$ cat src/hdl/osrt_pkg.sv
// Purpose: Shared constants and types of the operation status register tree.
// Assumes: One 16-bit status register per node of the tree, four nodes.
// Notes:   Masks mark the implemented bits; all others read as zero.

package osrt_pkg;

   // ****************************************************************
   // Widths and sizes.
   // ****************************************************************
   localparam int unsigned OSRT_WIDTH = 16;
   localparam int unsigned OSRT_NREGS = 4;
   localparam int unsigned OSRT_DIGITS = 5;

   // ****************************************************************
   // Register selectors and register stages.
   // ****************************************************************
   typedef enum logic [1:0]
   {
      OSRT_REG_OPER = 2'h0,
      OSRT_REG_SHUT = 2'h1,
      OSRT_REG_PROT = 2'h2,
      OSRT_REG_SHARE = 2'h3
   } osrt_reg_type;

   typedef enum logic [2:0]
   {
      OSRT_FLD_COND = 3'h0,
      OSRT_FLD_EVENT = 3'h1,
      OSRT_FLD_ENABLE = 3'h2,
      OSRT_FLD_PTR = 3'h3,
      OSRT_FLD_NTR = 3'h4
   } osrt_field_type;

   // Query sequencer states, Gray along idle to convert.
   typedef enum logic [1:0]
   {
      OSRT_ST_IDLE = 2'b00,
      OSRT_ST_CONV = 2'b01
   } osrt_state_type;

   // ****************************************************************
   // Bit positions.
   // ****************************************************************
   localparam int unsigned OSRT_OP_CALIB = 0;
   localparam int unsigned OSRT_OP_SHUT_SUM = 9;
   localparam int unsigned OSRT_OP_LOCKOUT = 10;
   localparam int unsigned OSRT_OP_SHARE_SUM = 11;
   localparam int unsigned OSRT_OP_CV = 12;
   localparam int unsigned OSRT_OP_CC = 13;
   localparam int unsigned OSRT_OP_PROGRAM = 14;
   localparam int unsigned OSRT_SH_PROT_SUM = 0;
   localparam int unsigned OSRT_SH_INPUT_A = 1;
   localparam int unsigned OSRT_SH_EXT = 3;
   localparam int unsigned OSRT_PR_OV = 0;
   localparam int unsigned OSRT_PR_UV = 1;
   localparam int unsigned OSRT_PR_OC = 2;
   localparam int unsigned OSRT_PR_AC_OFF = 4;
   localparam int unsigned OSRT_PR_OT = 5;
   localparam int unsigned OSRT_PR_FOLDBACK = 7;
   localparam int unsigned OSRT_PR_FAN = 8;
   localparam int unsigned OSRT_CS_CONTROLLER = 0;
   localparam int unsigned OSRT_CS_FOLLOWER = 1;

   // ****************************************************************
   // Implemented-bit masks and reset values.
   // ****************************************************************
   localparam logic [15:0] OSRT_MASK_OPER = 16'h7e01;
   localparam logic [15:0] OSRT_MASK_SHUT = 16'h000b;
   localparam logic [15:0] OSRT_MASK_PROT = 16'h01b7;
   localparam logic [15:0] OSRT_MASK_SHARE = 16'h0003;
   localparam logic [15:0] OSRT_RST_COND = 16'h0000;
   localparam logic [15:0] OSRT_RST_EVENT = 16'h0000;
   localparam logic [15:0] OSRT_RST_ENABLE = 16'h0000;
   localparam logic [15:0] OSRT_RST_PTR = 16'hffff;
   localparam logic [15:0] OSRT_RST_NTR = 16'h0000;

endpackage : osrt_pkg

$ cat src/hdl/osrt_bin2dec.sv
// Purpose: Serial binary to packed-BCD converter for query answers.
// Assumes: A start is only given while the converter is idle.
// Notes:   Takes WIDTH cycles; the digits come from a register.

`timescale 1ns/1ns

module osrt_bin2dec
   import osrt_pkg::*;
#(
   parameter int unsigned WIDTH = OSRT_WIDTH,
   parameter int unsigned DIGITS = OSRT_DIGITS
)
(
   // Clock and reset.
   input wire logic i_core_clk,
   input wire logic i_arst_n,
   // Request.
   input wire logic i_start,
   input wire logic [WIDTH-1:0] i_value,
   // Answer.
   output logic o_done,
   output logic [4*DIGITS-1:0] o_digits
);

   localparam int unsigned CW = $clog2(WIDTH + 1);

   typedef struct packed
   {
      logic busy;
      logic done;
      logic [CW-1:0] cnt;
      logic [WIDTH-1:0] shift;
      logic [4*DIGITS-1:0] bcd;
   } osrt_b2d_type;

   osrt_b2d_type s_q;
   osrt_b2d_type s_d;

   // ****************************************************************
   // Double dabble, one input bit per cycle.
   // ****************************************************************
   always_comb
   begin
      logic [4*DIGITS-1:0] adj;
      adj = s_q.bcd;
      s_d = s_q;
      s_d.done = 1'b0;
      if (s_q.busy)
      begin
         // Digits of five or more get three added before the shift.
         for (int k = 0; k < DIGITS; k++)
         begin
            if (adj[4*k +: 4] >= 4'h5)
            begin
               adj[4*k +: 4] = adj[4*k +: 4] + 4'h3;
            end
         end
         {s_d.bcd, s_d.shift} = {adj[4*DIGITS-2:0], s_q.shift, 1'b0};
         s_d.cnt = s_q.cnt - CW'(1);
         if (s_q.cnt == CW'(1))
         begin
            s_d.busy = 1'b0;
            s_d.done = 1'b1;
         end
      end
      else if (i_start)
      begin
         s_d.busy = 1'b1;
         s_d.cnt = CW'(WIDTH);
         s_d.shift = i_value;
         s_d.bcd = '0;
      end
   end

   // State register.
   always_ff @(posedge i_core_clk or negedge i_arst_n)
   begin
      if (!i_arst_n)
      begin
         s_q <= '0;
      end
      else
      begin
         s_q <= s_d;
      end
   end

   assign o_done = s_q.done;
   assign o_digits = s_q.bcd;

endmodule : osrt_bin2dec

$ cat src/hdl/osrt_status_tree.sv
// Purpose: Operation status register tree with three sub-registers.
// Assumes: Condition sources are synchronous levels from the core.
// Notes:   Queries are answered as packed decimal digits.
//
// Behaviour
// - Each register 16 bits, full stages, one summary.
// - Summary is OR of enabled event bits.
// - Operation bit 0 shows calibration mode.
// - Operation bit 9 carries shutdown summary.
// - Operation bit 11 carries share-role summary.
// - Bits 12, 13 show constant voltage, current.
// - Operation bit 14 shows sequence program running.
// - Shutdown causes reported independently and simultaneously.
// - Shutdown bit 0 carries protection summary.
// - Shutdown bit 1 shows input_a shutdown.
// - Shutdown bit 3 shows external shutdown.
// - Protection bits 0-2: overvoltage, undervoltage, overcurrent.
// - Protection bit 4 shows mains loss trip.
// - Protection bit 5 shows overtemperature trip.
// - Protection bit 7 foldback, bit 8 fan.
// - Share bit 0 controller, bit 1 follower.
// - Every query answer is returned in decimal.

`timescale 1ns/1ns

module osrt_status_tree
   import osrt_pkg::*;
#(
   parameter int unsigned WIDTH = OSRT_WIDTH
)
(
   // Clock and reset.
   input wire logic i_core_clk,
   input wire logic i_arst_n,
   // Operation condition sources.
   input wire logic i_calibrating,
   input wire logic i_local_lockout,
   input wire logic i_const_voltage,
   input wire logic i_const_current,
   input wire logic i_program_running,
   // Shutdown condition sources.
   input wire logic i_input_a_shutdown,
   input wire logic i_ext_shutdown,
   // Protection condition sources.
   input wire logic i_overvoltage_trip,
   input wire logic i_undervoltage_trip,
   input wire logic i_overcurrent_trip,
   input wire logic i_ac_off_trip,
   input wire logic i_overtemp_trip,
   input wire logic i_foldback_trip,
   input wire logic i_fan_fail_trip,
   // Share role sources.
   input wire logic i_share_controller,
   input wire logic i_share_follower,
   // Query and configuration port.
   input wire logic i_cmd_valid,
   input wire logic i_cmd_write,
   input wire logic [1:0] i_cmd_reg,
   input wire logic [2:0] i_cmd_field,
   input wire logic [WIDTH-1:0] i_cmd_wdata,
   output logic o_cmd_ready,
   // Query answer.
   output logic o_rsp_valid,
   output logic [4*OSRT_DIGITS-1:0] o_rsp_digits,
   // Summary towards the status byte.
   output logic o_status_byte_bit7
);

   typedef logic [OSRT_NREGS-1:0][WIDTH-1:0] osrt_bank_type;

   // Filter reset values as constants, so the reset branch stays static.
   localparam osrt_bank_type PTR_RESET =
   {
      WIDTH'(OSRT_RST_PTR & OSRT_MASK_SHARE),
      WIDTH'(OSRT_RST_PTR & OSRT_MASK_PROT),
      WIDTH'(OSRT_RST_PTR & OSRT_MASK_SHUT),
      WIDTH'(OSRT_RST_PTR & OSRT_MASK_OPER)
   };

   typedef struct packed
   {
      osrt_state_type state;
      osrt_bank_type cond;
      osrt_bank_type evt;
      osrt_bank_type en;
      osrt_bank_type ptr;
      osrt_bank_type ntr;
   } osrt_tree_type;

   osrt_tree_type s_q;
   osrt_tree_type s_d;
   logic [WIDTH-1:0] cond_now [OSRT_NREGS];
   logic [WIDTH-1:0] rd_value;
   logic take;
   logic conv_start;
   logic conv_done;

   // ****************************************************************
   // Helper functions.
   // ****************************************************************

   // Implemented bits of each register; the rest always read zero.
   function automatic logic [WIDTH-1:0] osrt_mask(input int unsigned r);
      logic [WIDTH-1:0] m;
      m = WIDTH'(OSRT_MASK_OPER);
      case (r)
         OSRT_REG_SHUT: m = WIDTH'(OSRT_MASK_SHUT);
         OSRT_REG_PROT: m = WIDTH'(OSRT_MASK_PROT);
         OSRT_REG_SHARE: m = WIDTH'(OSRT_MASK_SHARE);
         default: m = WIDTH'(OSRT_MASK_OPER);
      endcase
      return m;
   endfunction : osrt_mask

   // A register summary looks at latched events, not raw conditions.
   function automatic logic osrt_summary(input logic [WIDTH-1:0] evt,
                                         input logic [WIDTH-1:0] en);
      return |(evt & en);
   endfunction : osrt_summary

   // ****************************************************************
   // Condition assembly and summary fan-in.
   // ****************************************************************

   // Summaries come from registered events, so the tree has no loop.
   always_comb
   begin
      for (int r = 0; r < OSRT_NREGS; r++)
      begin
         cond_now[r] = '0;
      end
      cond_now[OSRT_REG_OPER][OSRT_OP_CALIB] = i_calibrating;
      cond_now[OSRT_REG_OPER][OSRT_OP_SHUT_SUM] =
         osrt_summary(s_q.evt[OSRT_REG_SHUT], s_q.en[OSRT_REG_SHUT]);
      // Local lockout is a plain condition with no node of its own.
      // It still passes through the filters like every other bit.
      cond_now[OSRT_REG_OPER][OSRT_OP_LOCKOUT] = i_local_lockout;
      cond_now[OSRT_REG_OPER][OSRT_OP_SHARE_SUM] =
         osrt_summary(s_q.evt[OSRT_REG_SHARE],
                      s_q.en[OSRT_REG_SHARE]);
      cond_now[OSRT_REG_OPER][OSRT_OP_CV] = i_const_voltage;
      cond_now[OSRT_REG_OPER][OSRT_OP_CC] = i_const_current;
      cond_now[OSRT_REG_OPER][OSRT_OP_PROGRAM] = i_program_running;
      // Each cause has its own bit, so several may stand at once.
      cond_now[OSRT_REG_SHUT][OSRT_SH_PROT_SUM] =
         osrt_summary(s_q.evt[OSRT_REG_PROT], s_q.en[OSRT_REG_PROT]);
      cond_now[OSRT_REG_SHUT][OSRT_SH_INPUT_A] = i_input_a_shutdown;
      cond_now[OSRT_REG_SHUT][OSRT_SH_EXT] = i_ext_shutdown;
      cond_now[OSRT_REG_PROT][OSRT_PR_OV] = i_overvoltage_trip;
      cond_now[OSRT_REG_PROT][OSRT_PR_UV] = i_undervoltage_trip;
      cond_now[OSRT_REG_PROT][OSRT_PR_OC] = i_overcurrent_trip;
      cond_now[OSRT_REG_PROT][OSRT_PR_AC_OFF] = i_ac_off_trip;
      cond_now[OSRT_REG_PROT][OSRT_PR_OT] = i_overtemp_trip;
      cond_now[OSRT_REG_PROT][OSRT_PR_FOLDBACK] = i_foldback_trip;
      cond_now[OSRT_REG_PROT][OSRT_PR_FAN] = i_fan_fail_trip;
      // Both roles are shown as given; picking one is the host's duty.
      cond_now[OSRT_REG_SHARE][OSRT_CS_CONTROLLER] =
         i_share_controller;
      cond_now[OSRT_REG_SHARE][OSRT_CS_FOLLOWER] = i_share_follower;
   end

   // ****************************************************************
   // Query port decode.
   // ****************************************************************

   // Commands are taken only while no answer is being converted.
   // Writes never leave the idle state, so settings may follow each
   // other on every cycle; only a read holds the port.
   assign o_cmd_ready = (s_q.state == OSRT_ST_IDLE);
   assign take = i_cmd_valid && o_cmd_ready;
   assign conv_start = take && !i_cmd_write;

   // Read value is picked before the event clear takes effect.
   // Field codes five to seven are spare: they answer zero and ignore
   // writes, which keeps a stray request from touching the tree.
   always_comb
   begin
      rd_value = '0;
      unique case (osrt_field_type'(i_cmd_field))
         OSRT_FLD_COND: rd_value = s_q.cond[i_cmd_reg];
         OSRT_FLD_EVENT: rd_value = s_q.evt[i_cmd_reg];
         OSRT_FLD_ENABLE: rd_value = s_q.en[i_cmd_reg];
         OSRT_FLD_PTR: rd_value = s_q.ptr[i_cmd_reg];
         OSRT_FLD_NTR: rd_value = s_q.ntr[i_cmd_reg];
         default: rd_value = '0;
      endcase
   end

   // ****************************************************************
   // Next state of the whole tree.
   // ****************************************************************

   // Host writes are masked to the implemented bits, so spare bits of
   // the filters and enables can never reach a summary.
   always_comb
   begin
      logic [WIDTH-1:0] m;
      logic [WIDTH-1:0] rise;
      logic [WIDTH-1:0] fall;
      logic hit;
      m = '0;
      rise = '0;
      fall = '0;
      hit = 1'b0;
      s_d = s_q;
      for (int r = 0; r < OSRT_NREGS; r++)
      begin
         m = osrt_mask(r);
         hit = take && (int'(i_cmd_reg) == r);
         s_d.cond[r] = cond_now[r] & m;
         rise = cond_now[r] & ~s_q.cond[r] & m;
         fall = ~cond_now[r] & s_q.cond[r] & m;
         // Clear first, then set, so a same-cycle edge is never lost.
         if (hit && !i_cmd_write && i_cmd_field == OSRT_FLD_EVENT)
         begin
            s_d.evt[r] = '0;
         end
         s_d.evt[r] = s_d.evt[r] | (rise & s_q.ptr[r])
                                 | (fall & s_q.ntr[r]);
         // Only the filter and enable stages take host writes.
         if (hit && i_cmd_write)
         begin
            if (i_cmd_field == OSRT_FLD_ENABLE)
            begin
               s_d.en[r] = i_cmd_wdata & m;
            end
            if (i_cmd_field == OSRT_FLD_PTR)
            begin
               s_d.ptr[r] = i_cmd_wdata & m;
            end
            if (i_cmd_field == OSRT_FLD_NTR)
            begin
               s_d.ntr[r] = i_cmd_wdata & m;
            end
         end
      end
      unique case (s_q.state)
         OSRT_ST_IDLE:
         begin
            if (conv_start)
            begin
               s_d.state = OSRT_ST_CONV;
            end
         end
         OSRT_ST_CONV:
         begin
            if (conv_done)
            begin
               s_d.state = OSRT_ST_IDLE;
            end
         end
         default: s_d.state = OSRT_ST_IDLE;
      endcase
   end

   // State register with documented reset values.
   always_ff @(posedge i_core_clk or negedge i_arst_n)
   begin
      if (!i_arst_n)
      begin
         s_q.state <= OSRT_ST_IDLE;
         s_q.ptr <= PTR_RESET;
         for (int r = 0; r < OSRT_NREGS; r++)
         begin
            s_q.cond[r] <= WIDTH'(OSRT_RST_COND);
            s_q.evt[r] <= WIDTH'(OSRT_RST_EVENT);
            s_q.en[r] <= WIDTH'(OSRT_RST_ENABLE);
            s_q.ntr[r] <= WIDTH'(OSRT_RST_NTR);
         end
      end
      else
      begin
         s_q <= s_d;
      end
   end

   // ****************************************************************
   // Decimal answer path.
   // ****************************************************************

   // Serial conversion trades sixteen cycles of latency for area.
   // The value is captured at the taking edge, so a condition that
   // moves during the conversion shows up only in the next answer.
   osrt_bin2dec #(
      .WIDTH(WIDTH),
      .DIGITS(OSRT_DIGITS)
   ) u_bin2dec (
      .i_core_clk(i_core_clk),
      .i_arst_n(i_arst_n),
      .i_start(conv_start),
      .i_value(rd_value),
      .o_done(conv_done),
      .o_digits(o_rsp_digits)
   );

   assign o_rsp_valid = conv_done;

   // Operation summary feeds the status byte.
   // It is combinational, so the status byte moves in the same cycle as
   // the event or enable register of the operation node.
   assign o_status_byte_bit7 =
      osrt_summary(s_q.evt[OSRT_REG_OPER], s_q.en[OSRT_REG_OPER]);

endmodule : osrt_status_tree

$ cat config.mk
export PLATFORM = sky130hd
export DESIGN_NAME = osrt_status_tree
export DESIGN_NICKNAME = d
export VERILOG_FILES = /design/src/hdl/osrt_pkg.sv /design/src/hdl/osrt_bin2dec.sv /design/src/hdl/osrt_status_tree.sv
export SDC_FILE = /design/constraint.sdc
export NUM_CORES = 1
export LEC_CHECK = 0
export ABC_AREA = 1
export BUFFER_PORTS_ARGS = -buffer_cell sky130_fd_sc_hd__buf_2
export CAP_MARGIN = 30
export CORE_MARGIN = 2
export CORE_UTILIZATION = 40
export DETAILED_ROUTE_END_ITERATION = 16
export REMOVE_ABC_BUFFERS = 1
export SLEW_MARGIN = 5
export SYNTH_ARGS = -nofsm -noshare
export SYNTH_HDL_FRONTEND = slang
export SYNTH_HIERARCHICAL = 1
export SYNTH_SLANG_ARGS = --single-unit
$ cat constraint.sdc
create_clock -name i_core_clk -period 1.2 [get_ports i_core_clk]
set_input_delay 0.06 -clock i_core_clk [delete_from_list [all_inputs] [get_ports i_core_clk]]
set_output_delay 0.06 -clock i_core_clk [all_outputs]
set_load 0.05 [all_outputs]
==> summary.txt <==
Run status
  • Outcome: complete, but fails checks
  • Failing checks: setup timing

STA
  • Unrepaired setup endpoints after global routing: yes
  • Final Max Tran Viols: 0
  • Min Tclk post-route: 1.54 ns
  • Slack of the critical path: -0.341 ns
  • Worst-margin pin slew: 0.565 ns
  • Max-slew headroom at the worst pin: 62.2%
  • Final setup vio count: 116
  • Clock skew: 0.0120 ns
  • Final hold viol count: 0
  • Hold_ws: 0.0821 ns
  • TNS Setup: -21.75 ns
  • Fin crit share: 128%
  • Fmax: roughly 0.65 GHz

CTS
  • H-tree depth: 4
  • CTS tree: done
  • CTS Buffer Depth: 2
  • CTS root buf: clkbuf_16
  • Clock Sink Count: 139
  • Clock Latency Late Sink: 0.43 ns
  • CTS Buf Count: 17
  • Clock-pin slew on the worst setup and hold paths: 0.06 ns

Drt
  • Vias after detailed routing: 7164
  • Drt pass-1 iters: 5
  • Antenna Nets Post-Route: 0
  • Drt wl/cell: between 15 and 20 um
  • DRT iter0 DRCs: around 490
  • Vias per cell: 5.21
  • DR DRC count: 0
  • DRT Wirelength: 21800 um

Die
  • Core area: between 0.015 and 0.02 mm^2
  • Die Span Y: ~140 um
  • Die area: about 0.020 mm^2
  • Die Wd: 141 um
  • Initial core utilization: a little over 40%
  • FP Rows: 50
  • Io pins: between 60 and 70

Logic synthesis
  • Cells after Synth: 950
  • Sequential share of the synthesized area: 46.5%
  • Top FF cell, synth: dfrtp_1
  • Mapped Area: around 0.0075 mm^2
  • Post-synth EDFFs: 0
  • Mean Syn Cell Area: 7.94 um^2
  • Post-synth cell types: 37
  • Post-synthesis register bit count: 139
  • Post-synth ARST share: 100%
  • Synthesis Warnings: 6

Finish
  • # diodes: 0
  • Multi-input gate area: 0.00409 mm^2
  • Fillcell total: 1625
  • Share of post-route cells with drive strength above 1: slightly below 40%
  • Final net count: 1182
  • Seq. cell area: between 0.003 and 0.004 mm^2
  • Post-route cell area: 0.0108 mm^2
  • Area delta synth->final: 43.9%

Worst setup path
  • Crit. End Element: output pin
  • CP Launch Type: register
  • Arrival time at the worst endpoint: 1.48 ns
  • Worst EP required: 1.14 ns
  • Crit-path max FO: 2
  • Critical path class: reg -> out

Placement
  • GPL Wtd Cong: a little over 0.8
  • Placement Cell Area: 0.00872 mm^2
  • Port buffer count: 61
  • Final HPWL DP: 14100 um

Global routing
  • Gr ovfl total: 0
  • Largest net degree at the start of global routing: 36
  • Initial antenna violation count: 0
  • GRT Overall Usage: 22.3%
  • Vias in the first global route: 7022
  • First-pass GRT wire length: approximately 35000 um

Power and ir drop
  • P_leak: 4.99 nW
  • PD cells: 1020 mW/mm^2
  • Final Power: 11.0 mW
  • Peak supply drop: roughly 990 uV

Min path
  • Hold Crit Class: in -> reg

Run
  • Max-cap violation count: 0
[synthesized netlist by cell type (all sizes together), types with 2 or more instances]
master  number  share of area, %
o21ai       75               6.0
nand2      330                17
dfstp       19               6.6
nand4       37               3.1
ha          12               2.0
inv         74               3.8
nor2        74               4.2
o22ai        4              0.33
a22o         2              0.23
dfrtp      120                40
a22oi        6              0.60
nand3       81               6.1
buf         56               5.3
a21oi       22               1.5
nor3        12               1.2
nand3b       5              0.50
o211ai      10               1.0
o221ai       6              0.70
[worst paths after layout]
path | startpoint | end | slack, ns | depth (start not counted)
worst max-delay path | s_q[140] | o_status_byte_bit7 | -0.34 | 4
worst min-delay path | i_cmd_wdata[1] | s_q[161] | 0.08 | 3
worst max register to register | s_q[320] | s_q[37] | -0.31 | 9
worst min register to register | s_q[104] | s_q[104] | 0.48 | 2
max in group asynchronous | i_arst_n | s_q[100] | 0.49 | 3
min in group asynchronous | i_arst_n | s_q[268] | 0.10 | 2
[flip-flops by register name, summed over array words and instances, names as in the netlist]
signal	cells
s_q	96
u_bin2dec/s_q	22
u_bin2dec/o_digits	20
u_bin2dec/o_done	1
[area by class of cell]
type / instances / share of cell area (%)
Clock buffer: 25 / 4.38
Clock inverter: 7 / 1.07
Inverter: 74 / 2.65
Multi-Input combinational cell: 683 / 37.7
Sequential cell: 139 / 32.4
Tap cell: 234 / 2.70
Timing Repair Buffer: 214 / 19.1
[cells by family after synthesis]
| logic type | Yosys count | share of synthesized area [%] |
|---|---|---|
| buf+inv | 131 | 9.11 |
| compound gates | 127 | 10.5 |
| fa+ha+maj | 12 | 1.99 |
| simple gates | 540 | 31.9 |
| other cells | 1 | 0.0497 |
| flops | 139 | 46.5 |
[cells in the final DEF (no fill, tap or decap), drive strengths merged]
master,count
a21oi,22
a22o,2
a22oi,6
and2,1
buf,179
bufinv,3
clkbuf,30
clkinv,4
clkinvlp,1
conb,2
dfrtp,120
dfstp,19
dlygate4sd3,30
ha,12
inv,73
nand2,330
nand3,83
nand3b,5
nand4,37
nor2,74
nor3,12
o211ai,10
o21a,1
o21ai,75
o21bai,1
o221ai,6
o22ai,4
[through the flow]
stage | utilization [%] | worst slack, ns | instances
final | 58.4 | -0.341 | 1376
after CTS | 56.4 | -0.346 | 1378
after floorplan | - | -0.441 | 894
after global routing | 58.4 | -0.415 | 1376
after detailed placement | 46.9 | -0.246 | 1289
after global placement | 46.9 | -0.202 | 1289
[critical path: stages (launching register included)]
cell     delay (ns)
dfrtp_1        0.39
a22o_1         0.25
nor2_1         0.09
nand4_1        0.14
buf_6          0.19
[power by group]
group          switching [mW]  total, mW  internal (mW)
Clock                    2.04       5.42           3.38
Sequential             0.0478       4.79           4.74
Combinational           0.492      0.824          0.332
Total                    2.58       11.0           8.45
[per-layer routing]
metal	track usage [%]	routed length, um	up-vias
li1	-	-	3485
met1	29.9	9900	3442
met2	36.3	10500	201
met4	7.21	371	0
met3	4.62	1030	36
met5	0	0	-
[timing repair]
action                     in CTS  in global routing
cloned                          8                  0
pin swaps                      31                 42
gates resized for setup       194                127
hold endpoints to repair      193                  0
setup buffers                  20                  6
hold buffers                   30                  0
setup endpoints to repair     125                132
(Power assumes the default switching activity.)
